--- config.mk ---
export PLATFORM = sky130hd
export DESIGN_NAME = sfc_control
export DESIGN_NICKNAME = d
export VERILOG_FILES = /design/src/logic/sfc_pkg.sv /design/src/logic/sfc_control.sv
export VERILOG_INCLUDE_DIRS = /design/src /design/src/logic
export SDC_FILE = /design/constraint.sdc
export NUM_CORES = 1
export LEC_CHECK = 0
export BUFFER_PORTS_ARGS = -buffer_cell sky130_fd_sc_hd__buf_4
export CAP_MARGIN = 20
export CORE_MARGIN = 8
export CORE_UTILIZATION = 25
export CTS_CLUSTER_DIAMETER = 120
export CTS_CLUSTER_SIZE = 12
export DETAILED_ROUTE_END_ITERATION = 12
export GPL_TIMING_DRIVEN = 0
export MAX_ROUTING_LAYER = met4
export PLACE_DENSITY = 0.53
export SETUP_SLACK_MARGIN = 0.02
export SYNTH_ARGS = -nofsm -noshare
export SYNTH_HDL_FRONTEND = slang
export SYNTH_SLANG_ARGS = --single-unit
--- constraint.sdc ---
create_clock -name clk -period 4.3 [get_ports clk]
set_input_delay 0.86 -clock clk [delete_from_list [all_inputs] [get_ports clk]]
set_output_delay 0.86 -clock clk [all_outputs]
set_load 0.03 [all_outputs]
--- src/logic/sfc_consts.svh ---
// Constants for the serial framing control block: offsets, fields, reset values.
// Assumes inclusion by bare name from package and design files.
`ifndef SFC_CONSTS_SVH
`define SFC_CONSTS_SVH

// ==========================================================
// Register map (byte addresses)
`define SFC_CTRL_OFFSET 12'h000
`define SFC_STATUS_OFFSET 12'h004
`define SFC_CTRL_RESET 32'h0000_0000
`define SFC_CTRL_IMPL_MASK 32'hFF83_FFFF

// ==========================================================
// Control field positions
`define SFC_FRAMED_EN_BIT 31
`define SFC_FRAME_SYNC_SIGNAL_DIR_BIT 30
`define SFC_FRAME_POL_BIT 29
`define SFC_AUTO_SEL_BIT 28
`define SFC_PULSE_WIDTH_BIT 27
`define SFC_COUNT_HI 26
`define SFC_COUNT_LO 24
`define SFC_BAUD_SEL_BIT 23
`define SFC_SAMPLE_END_BIT 17
`define SFC_ENH_BUF_BIT 16
`define SFC_MODULE_ON_BIT 15
`define SFC_EDGE_SEL_BIT 8
`define SFC_SEL_EN_BIT 7
`define SFC_CLK_POL_BIT 6
`define SFC_MASTER_BIT 5
`define SFC_AUDIO_BIT 4

// ==========================================================
// Timing
`define SFC_CLK_HZ 20000000
`define SFC_SCK_HALF_DEFAULT 4
`define SFC_CHAR_BITS_DEFAULT 8
`define SFC_COUNT_MAX_CODE 3'h5

`endif

--- src/logic/sfc_pkg.sv ---
// Types shared by the serial framing control block.
// Assumes sfc_consts.svh is on the include path.
`include "sfc_consts.svh"

package sfc_pkg;

   typedef enum logic [1:0] {SFC_IDLE, SFC_FRAME, SFC_GAP} sfc_state_t;

   // Decoded control settings
   typedef struct packed {
      logic framedEn;
      logic fsyncInput;
      logic framePolHigh;
      logic autoSelect;
      logic pulseCharWide;
      logic [2:0] frameCount;
      logic baudFromRef;
      logic enhancedBuffer;
      logic moduleOn;
      logic clockEdge;
      logic clockPolarity;
      logic master;
      logic audioEn;
   } sfc_ctrl_t;

endpackage : sfc_pkg

--- src/logic/sfc_control.sv ---
// Serial port control register and frame sync / slave select generator.
// Assumes an APB master on clk, and an SPI engine that pulses charDone per character.
// Overview of operation
// - framed enable bit 31 turns the select pin into frame sync.
// - bit 30 set makes frame sync an input, cleared an output.
// - bit 29 selects active-high frame pulse when set, low when cleared.
// - bit 28 in unframed master mode drives select automatically with frame polarity.
// - bit 27 makes generated pulse one character wide, else one sck period wide.
// - count field codes 0..5 give 1..32 characters per pulse; 6,7 reserved.
// - bit 23 picks reference clock for baud generator, else bus clock.
// - baud select and enhanced buffer bits change only while module off.
// - clock edge bit is ignored in framed mode; software should clear it.
// - audio enable forces effective clock polarity to one.
// - bits 22 to 18 read zero and ignore writes.
`timescale 1ns/1ps
`include "sfc_consts.svh"

module sfc_control
   import sfc_pkg::*;
#(
   parameter int SCK_HALF = `SFC_SCK_HALF_DEFAULT,
   parameter int CHAR_BITS = `SFC_CHAR_BITS_DEFAULT
) (
   input wire logic clk,
   input wire logic reset,
   input wire logic psel,
   input wire logic penable,
   input wire logic pwrite,
   input wire logic [11:0] paddr,
   input wire logic [31:0] pwdata,
   output logic [31:0] prdata,
   output logic pready,
   output logic pslverr,
   input wire logic txActive,
   input wire logic charDone,
   input wire logic selectIn,
   output logic selectOut,
   output logic selectOe,
   output logic frameStart,
   output logic sckTick,
   output logic baudFromRef,
   output logic effClockPolarity,
   output logic effClockEdge,
   output logic moduleOn
);

   // ==========================================================
   // Register bus
   logic [31:0] ctrlReg;
   sfc_ctrl_t ctrl;
   logic wrEn;
   logic addrCtrl;
   logic addrStatus;
   logic [31:0] statusWord;
   logic [31:0] next_ctrl;

   assign addrCtrl = (paddr == `SFC_CTRL_OFFSET);
   assign addrStatus = (paddr == `SFC_STATUS_OFFSET);
   assign wrEn = psel && penable && pwrite && addrCtrl;
   assign pready = 1'b1;
   assign pslverr = psel && penable && !(addrCtrl || (addrStatus && !pwrite));

   always_comb begin
      next_ctrl = pwdata & `SFC_CTRL_IMPL_MASK;
      if (ctrlReg[`SFC_MODULE_ON_BIT]) begin
         next_ctrl[`SFC_BAUD_SEL_BIT] = ctrlReg[`SFC_BAUD_SEL_BIT];
         next_ctrl[`SFC_ENH_BUF_BIT] = ctrlReg[`SFC_ENH_BUF_BIT];
      end
   end

   always_ff @(posedge clk or posedge reset) begin
      if (reset) begin
         ctrlReg <= `SFC_CTRL_RESET;
      end else if (wrEn) begin
         ctrlReg <= next_ctrl;
      end
   end

   always_ff @(posedge clk or posedge reset) begin
      if (reset) begin
         prdata <= 32'h0000_0000;
      end else if (psel && !penable && !pwrite) begin
         prdata <= addrCtrl ? ctrlReg : (addrStatus ? statusWord : 32'h0000_0000);
      end
   end

   assign ctrl.framedEn = ctrlReg[`SFC_FRAMED_EN_BIT];
   assign ctrl.fsyncInput = ctrlReg[`SFC_FRAME_SYNC_SIGNAL_DIR_BIT];
   assign ctrl.framePolHigh = ctrlReg[`SFC_FRAME_POL_BIT];
   assign ctrl.autoSelect = ctrlReg[`SFC_AUTO_SEL_BIT];
   assign ctrl.pulseCharWide = ctrlReg[`SFC_PULSE_WIDTH_BIT];
   assign ctrl.frameCount = ctrlReg[`SFC_COUNT_HI:`SFC_COUNT_LO];
   assign ctrl.baudFromRef = ctrlReg[`SFC_BAUD_SEL_BIT];
   assign ctrl.enhancedBuffer = ctrlReg[`SFC_ENH_BUF_BIT];
   assign ctrl.moduleOn = ctrlReg[`SFC_MODULE_ON_BIT];
   assign ctrl.clockEdge = ctrlReg[`SFC_EDGE_SEL_BIT];
   assign ctrl.clockPolarity = ctrlReg[`SFC_CLK_POL_BIT];
   assign ctrl.master = ctrlReg[`SFC_MASTER_BIT];
   assign ctrl.audioEn = ctrlReg[`SFC_AUDIO_BIT];

   // ==========================================================
   // Effective settings
   assign baudFromRef = ctrl.baudFromRef;
   assign effClockPolarity = ctrl.clockPolarity | ctrl.audioEn;
   assign effClockEdge = ctrl.framedEn ? 1'b0 : ctrl.clockEdge;
   assign moduleOn = ctrl.moduleOn;

   // ==========================================================
   // Serial clock tick, one enable pulse per sck period
   logic [15:0] divCount;
   always_ff @(posedge clk or posedge reset) begin
      if (reset) begin
         divCount <= 16'h0000;
      end else if (!ctrl.moduleOn || divCount == 16'(2 * SCK_HALF - 1)) begin
         divCount <= 16'h0000;
      end else begin
         divCount <= divCount + 16'h0001;
      end
   end
   assign sckTick = ctrl.moduleOn && (divCount == 16'(2 * SCK_HALF - 1));

   // ==========================================================
   // Incoming frame sync, three-stage synchroniser
   logic [2:0] selSync;
   logic selStable;
   always_ff @(posedge clk or posedge reset) begin
      if (reset) begin
         selSync <= 3'b000;
         selStable <= 1'b0;
      end else begin
         selSync <= {selSync[1:0], selectIn};
         if (selSync[1] == selSync[2]) begin
            selStable <= selSync[2];
         end
      end
   end

   logic selActive;
   logic selActiveDly;
   assign selActive = (selStable == ctrl.framePolHigh);
   always_ff @(posedge clk or posedge reset) begin
      if (reset) begin
         selActiveDly <= 1'b0;
      end else begin
         selActiveDly <= selActive;
      end
   end

   // ==========================================================
   // Frame generator
   sfc_state_t state;
   logic [5:0] charCount;
   logic [5:0] charsPerPulse;
   logic genFrame;
   logic pulseOn;

   // Reserved codes fall back to one character per pulse
   assign charsPerPulse = (ctrl.frameCount <= `SFC_COUNT_MAX_CODE) ?
      6'(1 << ctrl.frameCount) : 6'd1;
   assign genFrame = ctrl.moduleOn && ctrl.framedEn && !ctrl.fsyncInput;

   always_ff @(posedge clk or posedge reset) begin
      if (reset) begin
         state <= SFC_IDLE;
         charCount <= 6'd0;
         pulseOn <= 1'b0;
      end else if (!genFrame) begin
         state <= SFC_IDLE;
         charCount <= 6'd0;
         pulseOn <= 1'b0;
      end else begin
         unique case (state)
            SFC_IDLE: begin
               if (txActive && sckTick) begin
                  state <= SFC_FRAME;
                  pulseOn <= 1'b1;
                  charCount <= 6'd0;
               end
            end
            SFC_FRAME: begin
               if (!ctrl.pulseCharWide && sckTick) begin
                  pulseOn <= 1'b0;
               end
               if (charDone) begin
                  if (ctrl.pulseCharWide && charCount == 6'd0) begin
                     pulseOn <= 1'b0;
                  end
                  if (charCount == charsPerPulse - 6'd1) begin
                     state <= SFC_GAP;
                  end else begin
                     charCount <= charCount + 6'd1;
                  end
               end
            end
            SFC_GAP: begin
               pulseOn <= 1'b0;
               state <= SFC_IDLE;
            end
         endcase
      end
   end

   always_ff @(posedge clk or posedge reset) begin
      if (reset) begin
         frameStart <= 1'b0;
      end else if (ctrl.framedEn && ctrl.fsyncInput) begin
         frameStart <= selActive && !selActiveDly;
      end else begin
         frameStart <= genFrame && state == SFC_IDLE && txActive && sckTick;
      end
   end

   // ==========================================================
   // Select pin drive
   logic autoSel;
   assign autoSel = ctrl.moduleOn && !ctrl.framedEn && ctrl.autoSelect && ctrl.master;

   always_ff @(posedge clk or posedge reset) begin
      if (reset) begin
         selectOe <= 1'b0;
         selectOut <= 1'b0;
      end else if (genFrame) begin
         selectOe <= 1'b1;
         selectOut <= pulseOn ~^ ctrl.framePolHigh ? 1'b1 : 1'b0;
      end else if (autoSel) begin
         selectOe <= 1'b1;
         selectOut <= txActive ? ctrl.framePolHigh : !ctrl.framePolHigh;
      end else begin
         selectOe <= 1'b0;
         selectOut <= 1'b0;
      end
   end

   assign statusWord = {27'h000_0000, selStable, selectOe, pulseOn, state};

endmodule : sfc_control

# == Yosys cells after proc, flatten, opt, wreduce, memory -nomap -nowiden ==
# Cells that the tools add are included.
# totals
reg_bits,92
output_inout_bits,42
word_cells,99
# op_classes
add_sub_neg,3
n_lt_le_gt_ge,1
n_eq_ne,12
shift,1
muxes,28
bitwise,3
n_reduce_logical,38
# op_table
cell,n
2-to-1 mux 32 bit,1
2-to-1 mux 6 bit,5
logical AND 1 bit,21
"adder 16 x 1 -> 16 bit, second input constant",1
"== test 16 x 3 -> 1 bit, second input constant",1
2-to-1 mux 16 bit,1
2-to-1 mux 1 bit,13
"== test 12 x 3 -> 1 bit, second input constant",1
logical NOT 12 bit,1
"!= test 3 bit, second input constant",4
one-hot mux 6 bit (2 select lines),1
logical NOT 1 bit,9
2-to-1 mux 2 bit,4
"adder 6 x 1 -> 6 bit, second input constant",1
== test 6 bit,1
logical NOT 6 bit,1
one-hot mux 2 bit (3 select lines),1
"<< shifter 1 x 3 -> 6 bit, first input constant",1
"subtractor 6 x 1 -> 6 bit, second input constant",1
2-to-1 mux 5 bit,1
AND reduction 4 bit,1
"<= comparator 3 bit, second input constant",1
"!= test 3 x 1 -> 1 bit, second input constant",1
one-hot mux 1 bit (3 select lines),1
other kinds (10),12

# == Logic depth before layout (Yosys ltp) ==
# Gate-level depths: netlist (run 1).
# depth
depth_word,8
depth_mapped,10
ltp_nobuf,9

# == Worst setup path after synthesis (run 1) ==
# OpenSTA, ideal clock, no wires.
# synth_path
path_type,input -> output
startpoint,in paddr[5]
endpoint,out pslverr
arrival_time_ns,2.189
path_slack_ns,1.251
stages,5
path_cell_list,nor4_1 -> nand3_1 -> nor2_1 -> clkbuf_1 -> a211oi_1
# synth_between
elab_chain_len,5
elab_cells_between_ends,6
classes_between,eq/ne (1); reduce/logical (5)
# synth_rtl
element,line_no,text
"start, declared",sfc_control.sv:29,"input wire logic [11:0] paddr,"
== test 12 x 3 -> 1 bit (no line),--,
logical AND 1 bit,sfc_control.sv:61,assign pslverr = psel && penable && !(addrCtrl || (addrStatus && !pwrite));
logical OR 1 bit *,sfc_control.sv:61,
logical NOT 1 bit *,sfc_control.sv:61,
logical AND 1 bit *,sfc_control.sv:61,
"end, declared",sfc_control.sv:33,"output logic pslverr,"
# Mark *: on every way between the ends. The rest lies on a longest branch, timed or not.

# == Final worst setup path (run 1) ==
# Ends and elaborated chain as after synthesis.

==> results list, run 1 <==
- Outcome: completed
- Antenna viol nets, final: 0
- CTS H-tree lvls: 3
- The analysis attributes to cell leakage a power of 0.00261 µW.
* CP max FO: 10
- Post-synthesis to final-layout area growth: 29.6%
- The number of antenna diodes in the final layout is 0.
- After detailed routing, the wire length on met1 is 4720 µm.
* Clock sink total: 87
- Leaving out fill and tap cells, the most frequent cell in the layout is buf_4.
* Top-area cell type share of the netlist area: 0.525
- Mapped Area: 0.00415 mm²
- Transition time at the pin with the least slew margin: 0.741 ns
* Post-route setup TNS: 0 ns
* Post-CTS setup repair buffer count: 0
* Max Cap Viol: 0
* Pin count of the biggest net entering global routing: 56
- Synthesized flop and latch total: 87
- The die is 145 µm wide.
- In the finished design, the share of the clock period the worst path needs comes to 0.855.
* Launching element type of the critical path: input pin
* Routed wire length on met3: 535 µm
* Top cells by area in the synthesized netlist: dfrtp_1 (52%), mux2_2 (6.8%), nand2_1 (6.1%), nand3_1 (3.7%), nor2_1 (3.5%)
- Routed wire length per instance: 14.7 µm
* TritonCTS clock tree: built
* Power share of the sequential group: 0.486
* Maximum clock path buffer count: 2
- Asr flop ratio synth: 1.00
* Detail-routed via count per cell: 4.44
- After detailed routing, the total wire length is 10700 µm.
- Measured on the finished design, the core utilization comes to 0.328.
- The worst hold path belongs to the class flip-flop to flip-flop.
- The floorplan has 47 rows.
- Vias after detailed routing: 3223
- In the final layout, the share of cells above drive strength 1 is 0.289.
- Input and output buffers added on the ports amount to 82.
- Via count of the first global-routing pass: 3337
- Die area: 0.0210 mm²
- Fraction of power spent switching nets: 0.252
* Final weighted congestion in routability-driven placement: 0.835
- Warning count from the yosys run: 0
- Power spread over the standard cell area amounts to 320 mW/mm².
- Setup repair after global routing left no endpoint under its margin.
* Count of cell types in the netlist: 54
- # setup viols final: 0
- From bottom edge to top edge, the die measures 145 µm.
- Number of flops mapped to enable cells by yosys: 0
- Traced cell by cell, the critical path runs through buf_4, nor4_1, nand3_1, nor2_1, clkbuf_1, a211oi_1, buf_4.
- At the worst endpoint, the arrival time is 2.82 ns.
- Antenna violations before repair: 0
* Highest cell delay on the worst timing path: 0.62 ns
- For the final database, setup skew stands at 0.00740 ns.
- Among the stages of the critical path, the cell type that occurs most often is buf_4.
- Summed over all nets, the switching power comes to 434 µW.
* Fmax achieved: 272 MHz
- Launching element of the worst setup path: paddr[5]
- Post-Place Cell Area: 0.00509 mm²
* Internal reg-to-reg setup slack: 1.35 ns
- Post-DP HPWL: 8120 µm
- The worst hold path begins at selSync[0]$_DFF_PP0_.
- Clock-pin slew was measured on the worst setup and hold paths at 0.07 ns.
- Buffers inserted during clock tree synthesis total 9.
- Summed over all nets, wire length on met2 after detailed routing comes to 5190 µm.
* Portion of total power attributed to combinational logic: 0.070
- 1st-pass router iterations: 4
* Post-synthesis cell count: 402
- Number of fill cells in the layout: 1671
* Reg2reg start: ctrlReg[24]$_DFFE_PP0P_
* Global-route wire length before repair: 17200 µm
- Post-synth top area cell: dfrtp_1
- The share of total power dissipated in the clock network is 0.445.
* Sequential element share of the synthesized area: 0.525
- Total GRT Usage: 0.110
- Final period demand of the worst path: 3.68 ns
- The setup path with the least slack is of type input pin to output port.
- After routing the design area is 0.00538 mm².
* Total count of max-transition violations in the final report: 0
- # DRC: 0
- Worst-Skew Late Latency: 0.35 ns
- Internal cell power: 1290 µW
* Violation count after the first detailed-route iteration: 171
- The initial utilization of the core area, before any placement, comes to 0.253.
* Number of top-level pins: 94
* Number of instances resized during post-cts repair: 0
* Maximum vdd ir drop: 0.185 mV
* Top sig layer: met4
- Final global-route overflow total: 0
- STA classifies the critical path endpoint as an output port.
- A synthesized cell averages 10.3 µm².
* Core Box Area: 0.0164 mm²
* Number of endpoints with negative hold slack in the final report: 0
* Commonest non-fill, non-tap cells in the layout: buf_4 (89), dfrtp_1 (87), nand2_1 (67)
* Slowest library cell on the worst path: nor2_1
* Root buffer cell: clkbuf_16
- Headroom to the max-slew limit came out at 0.504.
- In the final design database the tool counted 561 nets.
- Number of hold buffers added after cts: 0
* Data required time at the worst endpoint: 3.44 ns
- In the synthesized netlist the dominant register cell turns out to be dfrtp_1.
-- power by group through the flow --
stage                     registers, µW  clock network (µW)  logic, µW
after global routing                837                 827        132
after detailed placement            852                   0        123
after CTS                           836                 788        123
after floorplan                     865                   0       44.3
after global placement              851                   0        117
final                               835                 765        120
-- area by class of cell --
| cell class | instances | area [µm²] | area share |
|---|---|---|---|
| clock buffers | 9 | 225 | 0.0419 |
| multi-input cells | 285 | 1820 | 0.338 |
| flip-flops and latches | 87 | 2180 | 0.405 |
| inverters | 11 | 43.8 | 0.00814 |
| plain buffers | 23 | 130 | 0.0242 |
| repair buffers | 84 | 651 | 0.121 |
| clock inverters | 7 | 61.3 | 0.0114 |
| well taps | 220 | 275 | 0.0512 |
-- cell usage after synthesis (2+ instances only) --
master / instances
a211oi_1: 2
a21oi_1: 8
a221oi_1: 5
and2_1: 4
and3_1: 5
buf_2: 5
buf_4: 6
buf_6: 2
clkbuf_1: 10
conb_1: 2
dfrtp_1: 87
ha_1: 8
inv_1: 11
mux2_1: 3
mux2_2: 25
nand2_1: 67
nand3_1: 31
nand3b_1: 3
nand4_1: 4
nand4b_1: 4
nor2_1: 39
nor2b_1: 4
nor3_1: 5
nor3b_1: 2
nor4_1: 4
nor4b_1: 2
o211a_1: 2
o21ai_0: 2
o21ai_1: 3
o22ai_1: 2
o311ai_1: 3
o31ai_1: 2
xnor2_1: 11
xor2_1: 9
-- worst paths after layout --
path                                            end  cells past startpoint
max in group asynchronous     prdata[3]$_DFFE_PP0P_                      3
min reg2reg                    selSync[1]$_DFF_PP0_                      0
min in group asynchronous   ctrlReg[11]$_DFFE_PP0P_                      2
min                            selSync[1]$_DFF_PP0_                      0
max reg2reg                charCount[0]$_DFFE_PP0P_                      9
max                                         pslverr                      7
-- kinds of logic after synthesis --
group	after synthesis	synth area share
AO/OA/AOI/OAI	40	0.0757
flip-flops	87	0.525
XOR/XNOR	20	0.0422
adder cells (fa/ha/maj)	9	0.0265
other	2	0.00181
buffers and inverters	34	0.0413
multiplexers	28	0.0760
AND/OR/NAND/NOR	182	0.212
-- worst max-delay path: cells and delay by family --
family                 cells  cell delay (ns)
AOI/OAI and AO/OA          1             0.10
and+or+nand+nor            3             1.11
buffers and inverters      3             0.76
-- routing by layer --
| metal | up-vias | track usage |
|---|---|---|
| li1 | 1580 | - |
| met1 | 1567 | 0.130 |
| met2 | 59 | 0.174 |
| met3 | 17 | 0.0305 |
| met4 | 0 | 0.0476 |
| met5 | - | - |
-- sequential cells by signal, summed over array words and instances (netlist names) --
signal        count
charCount         6
ctrlReg          27
divCount         16
frameStart        1
prdata           27
pulseOn           1
selActiveDly      1
selStable         1
selSync           3
selectOe          1
selectOut         1
state             2
-- stage by stage --
stage          worst slack, ns  power, µW  hold WS, ns  std cells
2_1_floorplan             1.19        909        0.331        406
3_3_place_gp            0.0690        969        0.339        708
3_5_place_dp             0.626        974        0.351        710
4_1_cts                  0.624       1750        0.367        726
5_1_grt                  0.349       1800        0.392        726
6_report                 0.625       1720        0.368        726
(Power assumes the default switching activity.)
==> run 2: changes to the inputs <==
--- a/config.mk
+++ b/config.mk
@@ -16,6 +16,7 @@
 export GPL_TIMING_DRIVEN = 0
 export MAX_ROUTING_LAYER = met4
 export PLACE_DENSITY = 0.53
+export RECOVER_POWER = 100
 export SETUP_SLACK_MARGIN = 0.02
 export SYNTH_ARGS = -nofsm -noshare
 export SYNTH_HDL_FRONTEND = slang
==> results list, run 2 (same netlist as run 1, synthesis figures left out) <==
- Outcome: complete, but fails checks
* Violated checks: capacitance limit, slew limit
* Met2 GRT Util: 0.174
- Pin count of the biggest net entering global routing: 56
- In this run, post-CTS repair resized a total of 0 instances.
- 1st-pass router iterations: 4
* Final period demand of the worst path: 3.68 ns
* Root buffer cell: clkbuf_16
- Antenna viol nets, final: 0
* Net Switching: 435 µW
- Measured along the y axis, the die boundary spans 145 µm.
* Post-synthesis to final-layout area growth: 25.2%
- Post-route setup TNS: 0 ns
* Part of the total power dissipated in the clock network: 0.448
* Die area: 0.0210 mm²
- Fmax achieved: 272 MHz
- The setup path with the least slack is of type input pin to output port.
* Routed wire length per instance: 14.8 µm
* Transition time at the pin with the least slew margin: 1.68 ns
- Antenna Cells: 0
- Of the total power, the share spent switching nets is 0.254.
- For the worst-skew pair, the clock arrives at the later sink with an insertion delay of 0.35 ns.
* Relative slew slack: -0.127
- CP max FO: 10
- Final global-route overflow total: 0
* Clock buffer count from CTS: 9
- Met1 capacity usage during global routing: 0.130
- For this run, the post-layout net count is 561.
* Number of endpoints with negative hold slack in the final report: 0
* Cell leakage power: 0.00243 µW
- Worst EP arrival: 2.82 ns
- Maximum clock path buffer count: 2
- In the global route stage, met3 resource usage came out at 0.0305.
- The library cell used most frequently in the layout, excluding fill and tap cells, is dfrtp_1.
- The first global-routing pass estimated 17200 µm of wire.
- Post-CTS setup repair buffer count: 0
- # setup viols final: 0
* Crit. End Element: output port
- After layout, the design draws a total of 1710 µW.
* Vias after detailed routing: 3218
* Fraction of final layout cells with drive strength greater than 1: 0.208
* Pwr per Cell Area: 330 mW/mm²
- The initial antenna violation count is 0.
- Clock-pin slew was measured on the worst setup and hold paths at 0.07 ns.
- Final Skew: 0.00797 ns
- The clock tree synthesis step divided the H-tree into 3 levels.
- Launching element type of the critical path: input pin
- For this configuration, the core starts out at a cell density of 0.253.
* # rows: 47
- Across the run, the number of max-cap violations was 1.
- Via count of the first global-routing pass: 3337
- The global routing stage identified its most utilized layer as met2.
- Detail-routed via count per cell: 4.43
* Final wirelength: 10700 µm
- Final weighted congestion in routability-driven placement: 0.835
- Internal cell power: 1280 µW
- TritonCTS built the clock tree.
- Total GRT Usage: 0.110
* Horizontal die dimension: 145 µm
* Data required time at the worst endpoint: 3.44 ns
* Clock sink total: 87
* Internal reg-to-reg setup slack: 1.35 ns
* RSZ-0062 raised after global routing: no
- Detailed placement ended at an HPWL of 8120 µm.
- Power share of the sequential group: 0.488
- After the first detailed-routing iteration, the DRC count stood at 254.
- Commonest non-fill, non-tap cells in the layout: dfrtp_1 (87), nand2_1 (67), buf_4 (50)
- For this design the top-level I/O count stands at 94.
* Period utilization: 0.855
- Maximum vdd ir drop: 0.185 mV
- Hold Path Class: flip-flop to flip-flop
* Number of hold buffers added after cts: 0
- Buffers placed on the I/O ports in this run total 82.
- Largest registers: ctrlReg (27), prdata (27), divCount (16)
- Total count of max-transition violations in the final report: 9
* # DRC: 0
- Of the total power, combinational logic draws 0.064.
- Core Box Area: 0.0164 mm²
run 2: worst max-delay path: stages:
cell and delay, ns:
clkbuf_4 0.11, nor4_1 0.28, nand3_1 0.17, nor2_1 0.61
clkbuf_1 0.45, a211oi_1 0.09, clkbuf_1 0.25
run 2: metal layers:
metal	vias up	share of wire
met1	1564	0.44
met2	57	0.48
met4	0	0.024
li1	1580	-
met5	-	0
met3	17	0.050
run 2: worst paths after layout:
| check | to | from | cells after the start |
|---|---|---|---|
| max reg2reg | state[0]$_DFFE_PP0P_ | ctrlReg[24]$_DFFE_PP0P_ | 9 |
| min reg2reg | selSync[1]$_DFF_PP0_ | selSync[0]$_DFF_PP0_ | 0 |
| max in group asynchronous | prdata[3]$_DFFE_PP0P_ | reset | 3 |
| max | pslverr | paddr[5] | 7 |
| min | selSync[1]$_DFF_PP0_ | selSync[0]$_DFF_PP0_ | 0 |
| min in group asynchronous | ctrlReg[11]$_DFFE_PP0P_ | reset | 2 |
run 2: final cells by class:
| class | count | area (µm²) |
|---|---|---|
| Tap cell | 220 | 275 |
| Sequential cell | 87 | 2180 |
| Buffer | 23 | 128 |
| Clock buffer | 9 | 225 |
| Multi-Input combinational cell | 285 | 1790 |
| Clock inverter | 7 | 61.3 |
| Timing Repair Buffer | 84 | 493 |
| Inverter | 11 | 42.5 |
| Fill cell | 1725 | 11200 |
run 2: power groups by stage:
stage / Clock (µW) / Combinational [µW] / Sequential (µW)
final: 766 / 110 / 835
after global routing: 827 / 122 / 837
after CTS: 788 / 123 / 836
after detailed placement: 0 / 123 / 852
after global placement: 0 / 117 / 851
after floorplan: 0 / 44.3 / 865
run 2: per-stage QoR:
stage          setup slack, ns  area [µm²]  std cells  hold WS [ns]   util
2_1_floorplan             1.19        4160        406         0.331      -
3_3_place_gp            0.0690        5050        708         0.339  0.308
3_5_place_dp             0.626        5090        710         0.351  0.310
4_1_cts                  0.624        5380        726         0.367  0.328
5_1_grt                  0.342        5190        726         0.392  0.316
6_report                 0.621        5190        726         0.368  0.316
==> run 3: changes to the inputs <==
--- a/config.mk
+++ b/config.mk
@@ -6,6 +6,7 @@
 export SDC_FILE = /design/constraint.sdc
 export NUM_CORES = 1
 export LEC_CHECK = 0
+export ABC_CLOCK_PERIOD_IN_PS = 4300
 export BUFFER_PORTS_ARGS = -buffer_cell sky130_fd_sc_hd__buf_4
 export CAP_MARGIN = 20
 export CORE_MARGIN = 8
@@ -21,3 +22,4 @@
 export SYNTH_ARGS = -nofsm -noshare
 export SYNTH_HDL_FRONTEND = slang
 export SYNTH_SLANG_ARGS = --single-unit
+export TNS_END_PERCENT = 5
==> constraint.sdc (replaced) <==
create_clock -name clk -period 4.3 [get_ports clk]
set_input_delay 0.86 -clock clk [delete_from_list [all_inputs] [get_ports clk]]
set_output_delay 0.86 -clock clk [all_outputs]
set_load 0.005 [all_outputs]
==> results list, run 3 (same netlist as run 1, synthesis figures left out) <==
- Type of the setup path with the least slack: input pin to output port
- Worst-Skew Late Latency: 0.35 ns
* Fraction of power spent switching nets: 0.244
- Clock buffer count from CTS: 9
- The cell sitting at the root of the clock tree is a clkbuf_16.
- Horizontal die dimension: 145 µm
* Crit. End Element: output port
* Commonest non-fill, non-tap cells in the layout: dfrtp_1 (87), nand2_1 (67), buf_4 (50)
- The final-report max-slew violation count came to 9.
* Maximum clock path buffer count: 2
- Pin count of the biggest net entering global routing: 56
* Internal cell power: 1280 µW
- Detailed routing placed a total of 5170 µm of wire on met2.
* Count of port buffers added during placement: 82
- The worst hold path belongs to the class flip-flop to flip-flop.
- Relative slew slack: -0.127
* Post-DP HPWL: 8120 µm
- Final core utilization: 0.322
* Die Height: 145 µm
* Final global-route overflow total: 0
- The die covers 0.0210 mm².
* Post-synthesis to final-layout area growth: 27.5%
- 94 I/O pins were placed.
- For this design, the CTS-stage hold fixing added 0 buffers.
* Number of fill cells in the layout: 1695
- In the routed design, unresolved DRC markers number 0.
- Via count of the first global-routing pass: 3337
- Cell leakage power: 0.00253 µW
- At the end of the flow, the number of nets in the layout was 561.
- The share of total power dissipated in the clock network is 0.453.
- Dividing the detail-routed wire length by the instance count gives 14.7 µm.
- In the final layout, the multi-input gates occupy 0.00179 mm².
* # setup viols final: 0
- Period utilization: 0.836
* Violation count after the first detailed-route iteration: 255
* Post-CTS setup repair buffer count: 0
- Portion of total power attributed to combinational logic: 0.053
- The final layout contains routed wiring with a total length of 10700 µm.
- Clock-pin slew was measured on the worst setup and hold paths at 0.07 ns.
- Max Cap Viol: 1
* Outcome: complete, but fails checks
* Power share of the sequential group: 0.494
- Worst EP arrival: 2.73 ns
- CP max FO: 10
* Fraction of final layout cells with drive strength greater than 1: 0.259
- Post-route setup TNS: 0 ns
- The analysis attributes to net switching a power of 413 µW.
- Clock sink total: 87
- Effective utilization at floorplan: 0.253
- Total GRT Usage: 0.110
- Pwr per Cell Area: 320 mW/mm²
- The first detailed-routing pass took 4 iterations.
- TritonCTS clock tree: built
* CTS H-tree lvls: 3
* Global-route wire length before repair: 17200 µm
- STA classifies the critical path startpoint as an input pin.
- The detailed router used layers up to and including met4.
- Antenna Cells: 0
- Final Skew: 0.00791 ns
- For the pin with the worst max-slew slack, the measured transition is 1.67 ns.
- Violated checks: capacitance limit, slew limit
- RSZ-0062 raised after global routing: no
* # rows: 47
* Routed wire length on met3: 522 µm
- Detail-routed via count per cell: 4.44
* Core Box Area: 0.0164 mm²
- Fmax achieved: 278 MHz
- Data required time at the worst endpoint: 3.44 ns
* Number of endpoints with negative hold slack in the final report: 0
- The congestion estimate from routability-driven global placement came to 0.835.
- Post-Route M1 WL: 4730 µm
* Largest registers: ctrlReg (27), prdata (27), divCount (16)
- Maximum vdd ir drop: 0.185 mV
- Number of instances resized during post-cts repair: 0
- Once detail routing completed, the nets flagged for antenna violations numbered 0.
- Final period demand of the worst path: 3.59 ns
- Most common cell after layout, fill and taps aside: dfrtp_1
* Sequential cell area: 0.00218 mm²
- The initial antenna violation count was 0.
* Vias after detailed routing: 3224
run 3: worst paths after layout:
| check | start | end | slack (ns) | cells past startpoint |
|---|---|---|---|---|
| worst max-delay path | paddr[5] | pslverr | 0.71 | 7 |
| worst min register to register | selSync[0]$_DFF_PP0_ | selSync[1]$_DFF_PP0_ | 0.37 | 0 |
| worst max register to register | ctrlReg[24]$_DFFE_PP0P_ | state[0]$_DFFE_PP0P_ | 1.34 | 9 |
| worst min-delay path | selSync[0]$_DFF_PP0_ | selSync[1]$_DFF_PP0_ | 0.37 | 0 |
| max in group asynchronous | reset | prdata[3]$_DFFE_PP0P_ | 1.54 | 3 |
| min in group asynchronous | reset | ctrlReg[11]$_DFFE_PP0P_ | 0.83 | 2 |
run 3: cell type report:
type | count | share of cell area
Clock buffer | 9 | 0.0426
Multi-Input combinational cell | 285 | 0.338
Clock inverter | 7 | 0.0116
Tap cell | 220 | 0.0520
Timing Repair Buffer | 84 | 0.112
Inverter | 11 | 0.00804
Buffer | 23 | 0.0241
Sequential cell | 87 | 0.412
run 3: power groups by stage:
stage                     combinational (µW)  clock (µW)  sequential [µW]
after detailed placement                 101           0              852
after global placement                  95.2           0              851
after global routing                     103         827              837
final                                   90.4         766              835
after CTS                                101         788              836
after floorplan                         37.4           0              851
run 3: metrics by stage:
step	worst slack, ns	power, µW	cells	hold slack [ns]	area [µm²]
2_1_floorplan	1.19	888	406	0.331	4160
3_3_place_gp	0.0690	946	708	0.339	5050
3_5_place_dp	0.658	952	710	0.351	5090
4_1_cts	0.655	1720	726	0.367	5380
5_1_grt	0.394	1770	726	0.392	5290
6_report	0.707	1690	726	0.368	5290
run 3: worst max-delay path, cell delays in order:
cell and delay (ns):
clkbuf_4 0.11, nor4_1 0.28, nand3_1 0.17, nor2_1 0.61
clkbuf_1 0.45, a211oi_1 0.09, clkbuf_4 0.17
run 3: metal layers:
metal  track usage  vias up
met5             -        -
met4        0.0476        0
met3        0.0305       17
met2         0.174       58
met1         0.130     1569
li1              -     1580
